--- src/pkg/gpt_regs.svh ---
// register offsets, field codes and write masks of one timer channel
// assumes byte addresses on a 32-bit register bus, one word per register
`ifndef GPT_REGS_SVH
`define GPT_REGS_SVH

// register byte offsets
`define REG_MODE_OFS 12'h800
`define REG_COUNT_OFS 12'h804
`define REG_PWM_OFS 12'h808
`define REG_STATUS_OFS 12'h80c

// writable bits of the mode and pwm registers, and reset values
`define MODE_WMASK_CH0 32'hff33_9737
`define MODE_WMASK_CHN 32'hff33_1737
`define PWM_WMASK 32'hffff_0100
`define MODE_RESET 32'h0000_0000
`define COUNT_RESET 32'h0000_0000
`define PWM_RESET 32'h0000_0000

// pwm force-update bit position
`define PWM_FORCE_BIT 0

// mode field codes
`define MODE_OFF 3'b000
`define MODE_CAPTURE 3'b001
`define MODE_COMPARE 3'b010
`define MODE_PWM 3'b011

// output event type codes
`define OET_FORCE_LOW 2'b00
`define OET_PULSE_HIGH 2'b01
`define OET_PULSE_LOW 2'b10
`define OET_TOGGLE 2'b11

// input edge type codes
`define IET_ANY 2'b00
`define IET_RISE 2'b01
`define IET_FALL 2'b10
`define IET_PULSE 2'b11

// watchdog restart value
`define WD_KICK 8'ha5

`endif

--- src/pkg/gpt_pkg.sv ---
// types shared by the timer channel files
// assumes gpt_regs.svh for the numeric constants
package gpt_pkg;

    // mode control register layout
    typedef struct packed {
        logic [7:0] output_pulse_width;
        logic [1:0] rsv_23;
        logic [1:0] output_event_type;
        logic [1:0] rsv_19;
        logic [1:0] input_edge_type;
        logic watchdog_enable;
        logic [1:0] rsv_14;
        logic counter_enable;
        logic rsv_11;
        logic stop_or_continue;
        logic open_drain_emulation;
        logic irq_enable;
        logic [1:0] rsv_7;
        logic [1:0] pin_io;
        logic rsv_3;
        logic [2:0] mode;
    } mode_ctl_s;

    // latched address phase of a bus transfer
    typedef struct packed {
        logic hit;
        logic wr;
        logic [1:0] idx;
    } bus_cmd_s;

    // counter run state
    typedef enum logic {
        cnt_running,
        cnt_halted
    } cnt_state_e;

endpackage : gpt_pkg

--- src/rtl/tick_prescaler.sv ---
// clock divider producing one tick per prescale-value clocks
// assumes restart_i and run_i come from the same clock domain
`timescale 1ns/1ps
`default_nettype none

module tick_prescaler (
    // clock and reset
    input wire logic clock_i,
    input wire logic reset_n_i,
    // control
    input wire logic run_i,
    input wire logic restart_i,
    input wire logic [15:0] prescale_i,
    // tick
    output logic tick_o
);

    logic [15:0] div_r;
    logic [15:0] div_nxt;
    logic last_w;

    assign last_w = (div_r >= prescale_i - 16'h0001);
    // zero prescale never ticks
    assign tick_o = run_i & ~restart_i & (prescale_i != 16'h0000) & last_w;
    assign div_nxt = (restart_i | ~run_i | tick_o) ? 16'h0000 : div_r + 16'h0001;

    always_ff @(posedge clock_i or negedge reset_n_i) begin
        if (!reset_n_i) begin
            div_r <= 16'h0000;
        end else begin
            div_r <= div_nxt;
        end
    end

endmodule : tick_prescaler

`default_nettype wire

--- src/rtl/timer_channel.sv ---
// one general-purpose timer channel with its ahb-lite register slave
// assumes a single clock, timer input pin from outside the clock domain
`timescale 1ns/1ps
`default_nettype none
`include "gpt_regs.svh"

// Operation
// - pulse compare output lasts pulse-width undivided clocks, overlaying next period
// - event type: force low, pulse high, pulse low, or toggle
// - capture on any edge, rising, falling, or second edge of pulse
// - channel 0 watchdog expiry in enabled internal timer mode resets device
// - writing a5 to pulse-width byte restarts enabled watchdog counter
// - counter enable gates internal timer counter; cleared holds it reset
// - capture stop resets counter per event; continue accumulates; pulse always stops
// - compare stop halts after first event until mode 000; continue repeats
// - pwm and watchdog modes ignore stop/continue and run continuously
// - cpu timer stop waits after expiry until mode 000; continue restarts
// - open-drain turns every driven one into high impedance
// - irq enable gates requests; watchdog reset ignores it
// - pin field: 0x input, 10 drive low, 11 drive high
// - mode: off, capture, compare, pwm, pin io with internal timer
// - prescaler gives clocks per count; zero stops counting in every mode
// - count sets period or expiry; capture counts from zero
// - counter setup reads back written value, never live counter
// - pwm on-time zero is always off; above period is always on
// - polarity gives off level; on is opposite; period starts on
// - force-update restarts pwm period at once and self-clears
// - capture latches counter into status and requests interrupt
// - pwm flags each period start; new on-time applies next period
// - status flags sticky, write-one clear, cleared in mode 000
// - input pin registered always and readable in status
module timer_channel
    import gpt_pkg::*;
#(
    parameter bit IS_CHANNEL0 = 1'b1
) (
    // clock and reset
    input wire logic clock_i,
    input wire logic reset_n_i,
    // ahb-lite slave
    input wire logic hsel_i,
    input wire logic [11:0] haddr_i,
    input wire logic [1:0] htrans_i,
    input wire logic hwrite_i,
    input wire logic [2:0] hsize_i,
    input wire logic [31:0] hwdata_i,
    input wire logic hready_i,
    output logic hreadyout_o,
    output logic hresp_o,
    output logic [31:0] hrdata_o,
    // timer pins
    input wire logic timer_input_pin_i,
    output logic timer_output_pin_o,
    output logic timer_output_pin_oe_n_o,
    // system
    output logic irq_o,
    output logic watchdog_reset_o
);

    function automatic logic [1:0] reg_idx(input logic [11:0] a);
        reg_idx = a[3:2];
    endfunction : reg_idx

    // bus slave
    bus_cmd_s cmd_r;
    bus_cmd_s cmd_nxt;
    logic [31:0] rdata_r;
    logic [31:0] rdata_nxt;
    logic addr_ok_w;
    logic take_w;
    logic wr_mode_w;
    logic wr_count_w;
    logic wr_pwm_w;
    logic wr_stat_w;

    assign addr_ok_w = (haddr_i[11:4] == `REG_MODE_OFS >> 4) && (haddr_i[1:0] == 2'b00)
        && (hsize_i == 3'b010);
    assign take_w = hsel_i & hready_i & htrans_i[1];
    assign cmd_nxt = take_w ? bus_cmd_s'{hit: addr_ok_w, wr: hwrite_i, idx: reg_idx(haddr_i)}
        : bus_cmd_s'{hit: 1'b0, wr: 1'b0, idx: 2'b00};
    assign hreadyout_o = 1'b1;
    assign hresp_o = 1'b0;
    assign hrdata_o = rdata_r;
    assign wr_mode_w = cmd_r.hit & cmd_r.wr & (cmd_r.idx == reg_idx(`REG_MODE_OFS));
    assign wr_count_w = cmd_r.hit & cmd_r.wr & (cmd_r.idx == reg_idx(`REG_COUNT_OFS));
    assign wr_pwm_w = cmd_r.hit & cmd_r.wr & (cmd_r.idx == reg_idx(`REG_PWM_OFS));
    assign wr_stat_w = cmd_r.hit & cmd_r.wr & (cmd_r.idx == reg_idx(`REG_STATUS_OFS));

    // registers
    mode_ctl_s mode_r;
    logic [31:0] count_cfg_r;
    logic [31:0] pwm_cfg_r;
    logic [31:0] mode_wmask_w;
    logic force_w;

    assign mode_wmask_w = IS_CHANNEL0 ? `MODE_WMASK_CH0 : `MODE_WMASK_CHN;
    assign force_w = wr_pwm_w & hwdata_i[`PWM_FORCE_BIT];

    // mode decode
    logic off_w;
    logic cap_w;
    logic cmp_w;
    logic pwm_w;
    logic pio_w;
    logic tmr_w;
    logic wd_w;
    logic run_w;
    logic [15:0] period_w;
    logic [15:0] prescale_w;

    assign off_w = (mode_r.mode == `MODE_OFF);
    assign cap_w = (mode_r.mode == `MODE_CAPTURE);
    assign cmp_w = (mode_r.mode == `MODE_COMPARE);
    assign pwm_w = (mode_r.mode == `MODE_PWM);
    assign pio_w = mode_r.mode[2];
    assign tmr_w = pio_w & mode_r.counter_enable;
    assign wd_w = IS_CHANNEL0 & mode_r.watchdog_enable & tmr_w;
    assign prescale_w = count_cfg_r[31:16];

    // input pin sync and edges
    logic pin_s1_r;
    logic pin_s2_r;
    logic pin_d_r;
    logic rise_w;
    logic fall_w;
    logic edge_w;
    logic first_seen_r;
    logic pulse_type_w;
    logic cap_evt_w;

    assign rise_w = pin_s2_r & ~pin_d_r;
    assign fall_w = ~pin_s2_r & pin_d_r;
    assign edge_w = rise_w | fall_w;
    assign pulse_type_w = (mode_r.input_edge_type == `IET_PULSE);

    always_comb begin
        case (mode_r.input_edge_type)
            `IET_ANY: cap_evt_w = cap_w & edge_w;
            `IET_RISE: cap_evt_w = cap_w & rise_w;
            `IET_FALL: cap_evt_w = cap_w & fall_w;
            default: cap_evt_w = cap_w & edge_w & first_seen_r;
        endcase
    end

    // counter
    cnt_state_e state_r;
    cnt_state_e state_nxt;
    logic [15:0] cnt_r;
    logic [15:0] cnt_nxt;
    logic [2:0] ovf_r;
    logic [15:0] per_sh_r;
    logic [15:0] wid_sh_r;
    logic tick_w;
    logic end_w;
    logic cap_clr_w;
    logic kick_w;
    logic stop_w;
    logic restart_w;

    assign run_w = (cap_w | cmp_w | pwm_w | tmr_w) & (state_r == cnt_running);
    assign period_w = pwm_w ? per_sh_r : count_cfg_r[15:0];
    assign end_w = ~cap_w & tick_w & ({1'b0, cnt_r} + 17'h00001 >= {1'b0, period_w});
    // pulse capture restarts at its first edge so the capture holds its width
    assign cap_clr_w = (cap_evt_w & (~mode_r.stop_or_continue | pulse_type_w))
        | (cap_w & pulse_type_w & edge_w & ~first_seen_r);
    assign kick_w = wd_w & wr_mode_w & (hwdata_i[31:24] == `WD_KICK);
    // stop halts the counter only for compare and plain cpu timer
    assign stop_w = ~mode_r.stop_or_continue & end_w & (cmp_w | (tmr_w & ~wd_w));
    assign restart_w = ~run_w | kick_w | (pwm_w & force_w) | cap_clr_w;

    tick_prescaler u_prescaler (
        .clock_i(clock_i),
        .reset_n_i(reset_n_i),
        .run_i(run_w),
        .restart_i(restart_w),
        .prescale_i(prescale_w),
        .tick_o(tick_w)
    );

    always_comb begin
        if (restart_w) begin
            cnt_nxt = 16'h0000;
        end else if (end_w) begin
            cnt_nxt = 16'h0000;
        end else if (tick_w) begin
            cnt_nxt = cnt_r + 16'h0001;
        end else begin
            cnt_nxt = cnt_r;
        end
    end

    always_comb begin
        case (state_r)
            cnt_running: state_nxt = stop_w ? cnt_halted : cnt_running;
            cnt_halted: state_nxt = off_w ? cnt_running : cnt_halted;
            default: state_nxt = cnt_running;
        endcase
    end

    // status flags: capture, compare, pwm period, expiry
    logic [3:0] flags_r;
    logic [3:0] set_w;
    logic [3:0] clr_w;
    logic [15:0] capture_r;

    assign set_w = {tmr_w & end_w, pwm_w & (end_w | force_w), cmp_w & end_w, cap_evt_w};
    assign clr_w = wr_stat_w ? hwdata_i[3:0] : 4'h0;

    // output generation
    logic [7:0] pw_cnt_r;
    logic out_r;
    logic lvl_w;
    logic drive_w;
    logic pulse_on_w;
    logic pwm_on_w;
    logic pin_r;
    logic oe_n_r;
    logic wd_rst_r;

    assign pulse_on_w = (pw_cnt_r != 8'h00);
    assign pwm_on_w = (cnt_r < wid_sh_r);
    assign drive_w = cmp_w | pwm_w | (pio_w & mode_r.pin_io[1]);

    always_comb begin
        if (cmp_w) begin
            case (mode_r.output_event_type)
                `OET_FORCE_LOW: lvl_w = 1'b0;
                `OET_PULSE_HIGH: lvl_w = pulse_on_w;
                `OET_PULSE_LOW: lvl_w = ~pulse_on_w;
                default: lvl_w = out_r;
            endcase
        end else if (pwm_w) begin
            lvl_w = pwm_on_w ^ pwm_cfg_r[8];
        end else if (pio_w) begin
            lvl_w = mode_r.pin_io[0];
        end else begin
            lvl_w = 1'b0;
        end
    end

    // read mux
    always_comb begin
        case (reg_idx(haddr_i))
            reg_idx(`REG_MODE_OFS): rdata_nxt = mode_r;
            reg_idx(`REG_COUNT_OFS): rdata_nxt = count_cfg_r;
            reg_idx(`REG_PWM_OFS): rdata_nxt = pwm_cfg_r;
            default: rdata_nxt = {capture_r, 1'b0, ovf_r, 3'b000, pin_s2_r, 4'h0, flags_r};
        endcase
        if (!(take_w & addr_ok_w & ~hwrite_i)) begin
            rdata_nxt = 32'h0000_0000;
        end
    end

    always_ff @(posedge clock_i or negedge reset_n_i) begin
        if (!reset_n_i) begin
            cmd_r <= '{hit: 1'b0, wr: 1'b0, idx: 2'b00};
            rdata_r <= 32'h0000_0000;
            mode_r <= `MODE_RESET;
            count_cfg_r <= `COUNT_RESET;
            pwm_cfg_r <= `PWM_RESET;
        end else begin
            cmd_r <= cmd_nxt;
            rdata_r <= rdata_nxt;
            if (wr_mode_w) begin
                mode_r <= hwdata_i & mode_wmask_w;
            end
            if (wr_count_w) begin
                count_cfg_r <= hwdata_i;
            end
            if (wr_pwm_w) begin
                pwm_cfg_r <= hwdata_i & `PWM_WMASK;
            end
        end
    end

    always_ff @(posedge clock_i or negedge reset_n_i) begin
        if (!reset_n_i) begin
            // idle level of the pulled-up pin, no false edge after reset
            pin_s1_r <= 1'b1;
            pin_s2_r <= 1'b1;
            pin_d_r <= 1'b1;
            first_seen_r <= 1'b0;
        end else begin
            pin_s1_r <= timer_input_pin_i;
            pin_s2_r <= pin_s1_r;
            pin_d_r <= pin_s2_r;
            if (!(cap_w & pulse_type_w)) begin
                first_seen_r <= 1'b0;
            end else if (edge_w) begin
                first_seen_r <= ~first_seen_r;
            end
        end
    end

    always_ff @(posedge clock_i or negedge reset_n_i) begin
        if (!reset_n_i) begin
            state_r <= cnt_running;
            cnt_r <= 16'h0000;
            ovf_r <= 3'b000;
            per_sh_r <= 16'h0000;
            wid_sh_r <= 16'h0000;
        end else begin
            state_r <= state_nxt;
            cnt_r <= cnt_nxt;
            if (off_w | (wr_stat_w & (hwdata_i[3:0] != 4'h0))) begin
                ovf_r <= 3'b000;
            end else if (cap_w & tick_w & ~cap_clr_w & (cnt_r == 16'hffff)) begin
                ovf_r <= ovf_r + 3'b001;
            end
            if (~pwm_w | end_w | force_w) begin
                per_sh_r <= count_cfg_r[15:0];
                wid_sh_r <= force_w ? hwdata_i[31:16] : pwm_cfg_r[31:16];
            end
        end
    end

    always_ff @(posedge clock_i or negedge reset_n_i) begin
        if (!reset_n_i) begin
            flags_r <= 4'h0;
            capture_r <= 16'h0000;
        end else begin
            if (off_w) begin
                flags_r <= 4'h0;
            end else begin
                flags_r <= (flags_r & ~clr_w) | set_w;
            end
            if (cap_evt_w) begin
                capture_r <= cnt_r;
            end
        end
    end

    always_ff @(posedge clock_i or negedge reset_n_i) begin
        if (!reset_n_i) begin
            pw_cnt_r <= 8'h00;
            out_r <= 1'b0;
            pin_r <= 1'b0;
            oe_n_r <= 1'b1;
            wd_rst_r <= 1'b0;
        end else begin
            if (!cmp_w) begin
                pw_cnt_r <= 8'h00;
            end else if (end_w & (mode_r.output_event_type[0] ^ mode_r.output_event_type[1])) begin
                pw_cnt_r <= mode_r.output_pulse_width;
            end else if (pulse_on_w) begin
                pw_cnt_r <= pw_cnt_r - 8'h01;
            end
            if (pio_w & mode_r.pin_io[1]) begin
                out_r <= mode_r.pin_io[0];
            end else if (cmp_w & end_w & (mode_r.output_event_type == `OET_TOGGLE)) begin
                out_r <= ~out_r;
            end
            pin_r <= lvl_w;
            oe_n_r <= ~drive_w | (mode_r.open_drain_emulation & lvl_w);
            wd_rst_r <= wd_w & end_w;
        end
    end

    assign timer_output_pin_o = pin_r;
    assign timer_output_pin_oe_n_o = oe_n_r;
    assign irq_o = mode_r.irq_enable & (flags_r != 4'h0);
    assign watchdog_reset_o = wd_rst_r;

endmodule : timer_channel

`default_nettype wire

--- config.mk ---
export PLATFORM = sky130hd
export DESIGN_NAME = timer_channel
export DESIGN_NICKNAME = d
export VERILOG_FILES = /design/src/pkg/gpt_pkg.sv /design/src/rtl/tick_prescaler.sv /design/src/rtl/timer_channel.sv
export VERILOG_INCLUDE_DIRS = /design/src /design/src/pkg
export SDC_FILE = /design/constraint.sdc
export NUM_CORES = 1
export LEC_CHECK = 0
export ABC_AREA = 1
export BUFFER_PORTS_ARGS = -buffer_cell sky130_fd_sc_hd__buf_2
export CAP_MARGIN = 20
export CORE_ASPECT_RATIO = 0.75
export CORE_MARGIN = 5
export CORE_UTILIZATION = 50
export DETAILED_ROUTE_END_ITERATION = 8
export PLACE_DENSITY_LB_ADDON = 0.08
export RECOVER_POWER = 50
export SLEW_MARGIN = 5
export SYNTH_ARGS = -nofsm -noshare
export SYNTH_HDL_FRONTEND = slang
export SYNTH_SLANG_ARGS = --single-unit
export TNS_END_PERCENT = 1
--- constraint.sdc ---
create_clock -name clock_i -period 3.05 [get_ports clock_i]
set_input_delay 0 -clock clock_i [delete_from_list [all_inputs] [get_ports clock_i]]
set_output_delay 0 -clock clock_i [all_outputs]
set_load 0.02 [all_outputs]
==> reports/results.tsv <==
metric	value	unit
measured slew at the worst slew-check pin	1870	ps
worst vdd ir	0.370	mV
Mapped Area	11200	µm²
TritonCTS clock tree	done	
DIE AREA	25600	µm²
nets	1660	
Synth Area in XOR/XNOR	2.42	%
commonest non-fill, non-tap cells in the layout	nand2_1 (345), dfrtp_1 (207), inv_1 (188), o21ai_0 (139), buf_4 (73)	
drt first pass iters	5	
Buf/Inv on CP	2	
CP max stage cell	dfrtp_1	
Rel. slew slack	-24.5	%
Critical Path RT	3470	ps
core area	22100	µm²
clock latency at the later pin of the worst-skew pair	520	ps
final number of setup-violating endpoints	81	
final hold violation count	0	
Hold WS	134	ps
Final Cycle Share	109	%
min-delay src	timer_input_pin_i	
footprint of the multi-input gates	5100	µm²
first-pass GRT wire length	50000	µm
Max Clock Freq	300	MHz
mux contribution to synthesized area	0.590	%
finished layout cell area	13900	µm²
worst hold endpoint	pin_s1_r$_DFF_PN1_	
initial antenna violation count	1	
DP Worst Slack	-538	ps
YS warnings	0	
CP arrival	3750	ps
post-route insts no fill	1852	
clock sink total	211	
min Tclk post-route	3330	ps
status	finished with violations	
critical-path cell list	nor2_1 -> nand2_1 -> nor3_2 -> nand2_1 -> nor3_2 -> nand2_1 -> nor3_2 -> nand3_1 -> xor2_1 -> inv_1 -> ha_4 -> nand2_4 -> nor3_4 -> nand3_2 -> nand3_4 -> nand3_4 -> nor2_8 -> nand2_4 -> nand3_4 -> buf_12 -> nand2_1 -> o21ai_2	
crit end category	flop	
GP Congestion	0.858	
Hold Path Class	in -> reg	
sequential cell area fraction in the yosys report	47.0	%
remaining antenna violation count	0	
Clk pin slew, worst setup/hold paths	60	ps
#FFs+latches synth	211	
Worst R2R Path Depth	22	
Final Core Density	62.7	%
critical path type	reg -> reg	
adder-cell area share of the yosys netlist	6.90	%
share of cells above drive strength 1	18.2	%
largest family of logic cells by synthesized area	simple AND/OR/NAND/NOR gates	
Setup Total Neg Slack	-16630	ps
violations in the final reports	max-capacitance violations, max-slew violations, negative setup slack	
Net Count, Synth	1465	
largest area contributor in the netlist	dfrtp_1	
area grow syn2layout	23.4	%
Critical Path Most Common Cell	nand2_1	
CTS Buf Count	23	
reg2reg start	count_cfg_r[17]$_DFFE_PN0P_	
IO Count	93	
GRT Total Usage	24.3	%
Post CTS Setup Buffer Count	0	
First DRT Iteration DRCs	695	
Setup crit start	count_cfg_r[17]$_DFFE_PN0P_	
RSZ-0062 raised after global routing	true	
Syn Inst Count	1348	
number of global-route vias before repair	9238	
ys flop type	dfrtp_1	
Critical Path Source Type	flop	
ys async rst share	100	%
DR vias/cell	5.17	
max incr delay on CP	400	ps
reg2reg setup slack	-280	ps
CP top delay family	simple AND/OR/NAND/NOR gates	
Synth Area in Simple Gates	20.5	%
most common cell after layout, fill and taps aside	nand2_1	
Fill cells	1935	
worst hold path stage count	2	
CTS Root Cell	clkbuf_16	
LEAKAGE	7.71	nW
max cap viols	1	
row count	47	
wire length per cell	16.9	µm
Max Clock Skew	28.4	ps
Residual DRC	0	
crit-path max FO	32	
Die W	183	µm
total gr overflow	0	
Slew Limit Fails	75	
sequential cell area	5290	µm²
largest net degree at the start of global routing	75	
Port Buffers	89	
Final Power	6.25	mW
Clock Path Buffers	3	
Synth top area share	46.1	%
Yosys cell types	50	
dpl hpwl	22600	µm
Post-Route WL	31200	µm
Placed Area	12500	µm²
Post-synth EDFFs	0	
synthesized area per cell	8.34	µm²
Placed Cells	1768	
P per Cell Area	450	nW/µm²
htree depth	1	
area fraction in compound gates after synthesis	13.9	%
vias	9574	
main area contributors after synthesis	dfrtp_1 (46%), nand2_1 (12%), ha_1 (6.9%)	
Die Ht	140	µm
FF-to-FF End	wid_sh_r[8]$_DFFE_PN0P_	
Starting Density	50.8	%
setup ws final	-281	ps
[cell type report]
type	instances	area share, %
sequential	211	38.1
clock buffer	29	4.67
timing repair buffer	213	10.9
antenna	1	0.0180
tap	294	2.65
multi-input combinational	898	36.8
inverter	196	5.40
clock inverter	10	1.52
[worst register-to-register path, delay by kind of cell (launching register included)]
kind,cells,cell delay [ps]
buffers and inverters,2,300
XOR/XNOR,1,130
AND/OR/NAND/NOR,17,2100
AO/OA/AOI/OAI,1,60
flip-flops,1,400
adder cells (fa/ha/maj),1,290
[cells in the mapped netlist (2+ instances only)]
master    instances
nand2_1         351
dfrtp_1         207
inv_1           189
o21ai_0         140
nor2_1           67
ha_1             62
a21oi_1          48
nand3_1          37
clkbuf_1         32
o21ai_2          32
nand4_1          22
xor2_1           22
nor3_1           12
o21ai_1           9
xnor2_1           9
o22ai_1           8
a41oi_1           7
inv_2             7
buf_6             6
a31oi_1           5
mux2_2            5
nand3b_1          5
nor4_1            5
a221oi_1          4
buf_4             4
dfstp_2           4
nand2_2           4
nor2_2            4
or2_2             4
nand3_2           3
nand3_4           3
nor2_4            3
nor3_2            3
o21bai_1          3
o221ai_1          3
a22o_1            2
conb_1            2
o211ai_1          2
o21a_1            2
[layer usage]
metal	GRT usage (%)	up-vias	share of wire (%)
met1	37.3	4540	49
met5	0	-	0
met3	5.04	30	7.2
met4	4.11	0	1.4
li1	-	4750	-
met2	36.3	254	43
[sequential cells by signal, summed over array words and instances (netlist names)]
register and count:
count_cfg_r 32, hrdata_o 32, mode_r 22, pwm_cfg_r 17, capture_r 16, cnt_r 16
per_sh_r 16, u_prescaler.div_r 16, wid_sh_r 16, pw_cnt_r 8, cmd_r 4, flags_r 4
ovf_r 3, first_seen_r 1, out_r 1, pin_d_r 1, pin_s1_r 1, pin_s2_r 1
state_r 1, timer_output_pin_o 1, timer_output_pin_oe_n_o 1, watchdog_reset_o 1
[cells by family (layout without fill, tap and decap cells)]
group,count (synthesis),in the layout
buffers and inverters,239,448
XOR/XNOR,31,31
multiplexers,6,6
AND/OR/NAND/NOR,529,529
AO/OA/AOI/OAI,268,268
adder cells (fa/ha/maj),62,62
flip-flops,211,211
other,2,3
[how the worst max path moves through the flow]
stage | endpoint | slack (ps) | depth (start not counted)
2_1_floorplan | pw_cnt_r[0]$_DFFE_PN0P_ | -60 | 23
3_3_place_gp | cnt_r[0]$_DFFE_PN0P_ | -560 | 21
3_5_place_dp | cnt_r[1]$_DFFE_PN0P_ | -540 | 22
4_1_cts | cnt_r[7]$_DFFE_PN0P_ | -330 | 21
5_1_grt | wid_sh_r[6]$_DFFE_PN0P_ | -610 | 22
6_report | wid_sh_r[8]$_DFFE_PN0P_ | -280 | 22
[repair_timing]
| action | CTS | global route |
|---|---|---|
| resized for setup | 16 | 9 |
| hold buffers | 44 | 0 |
| pin swaps | 3 | 0 |
| hold endpoints to repair | 212 | 0 |
| endpoints found under the setup margin | 81 | 81 |
[report_power, final]
group | internal [mW] | switching [mW]
clock network | 2.01 | 1.17
logic | 0.0913 | 0.166
registers | 2.81 | 0.00680
Note: power is estimated with default switching activity, not from simulation.
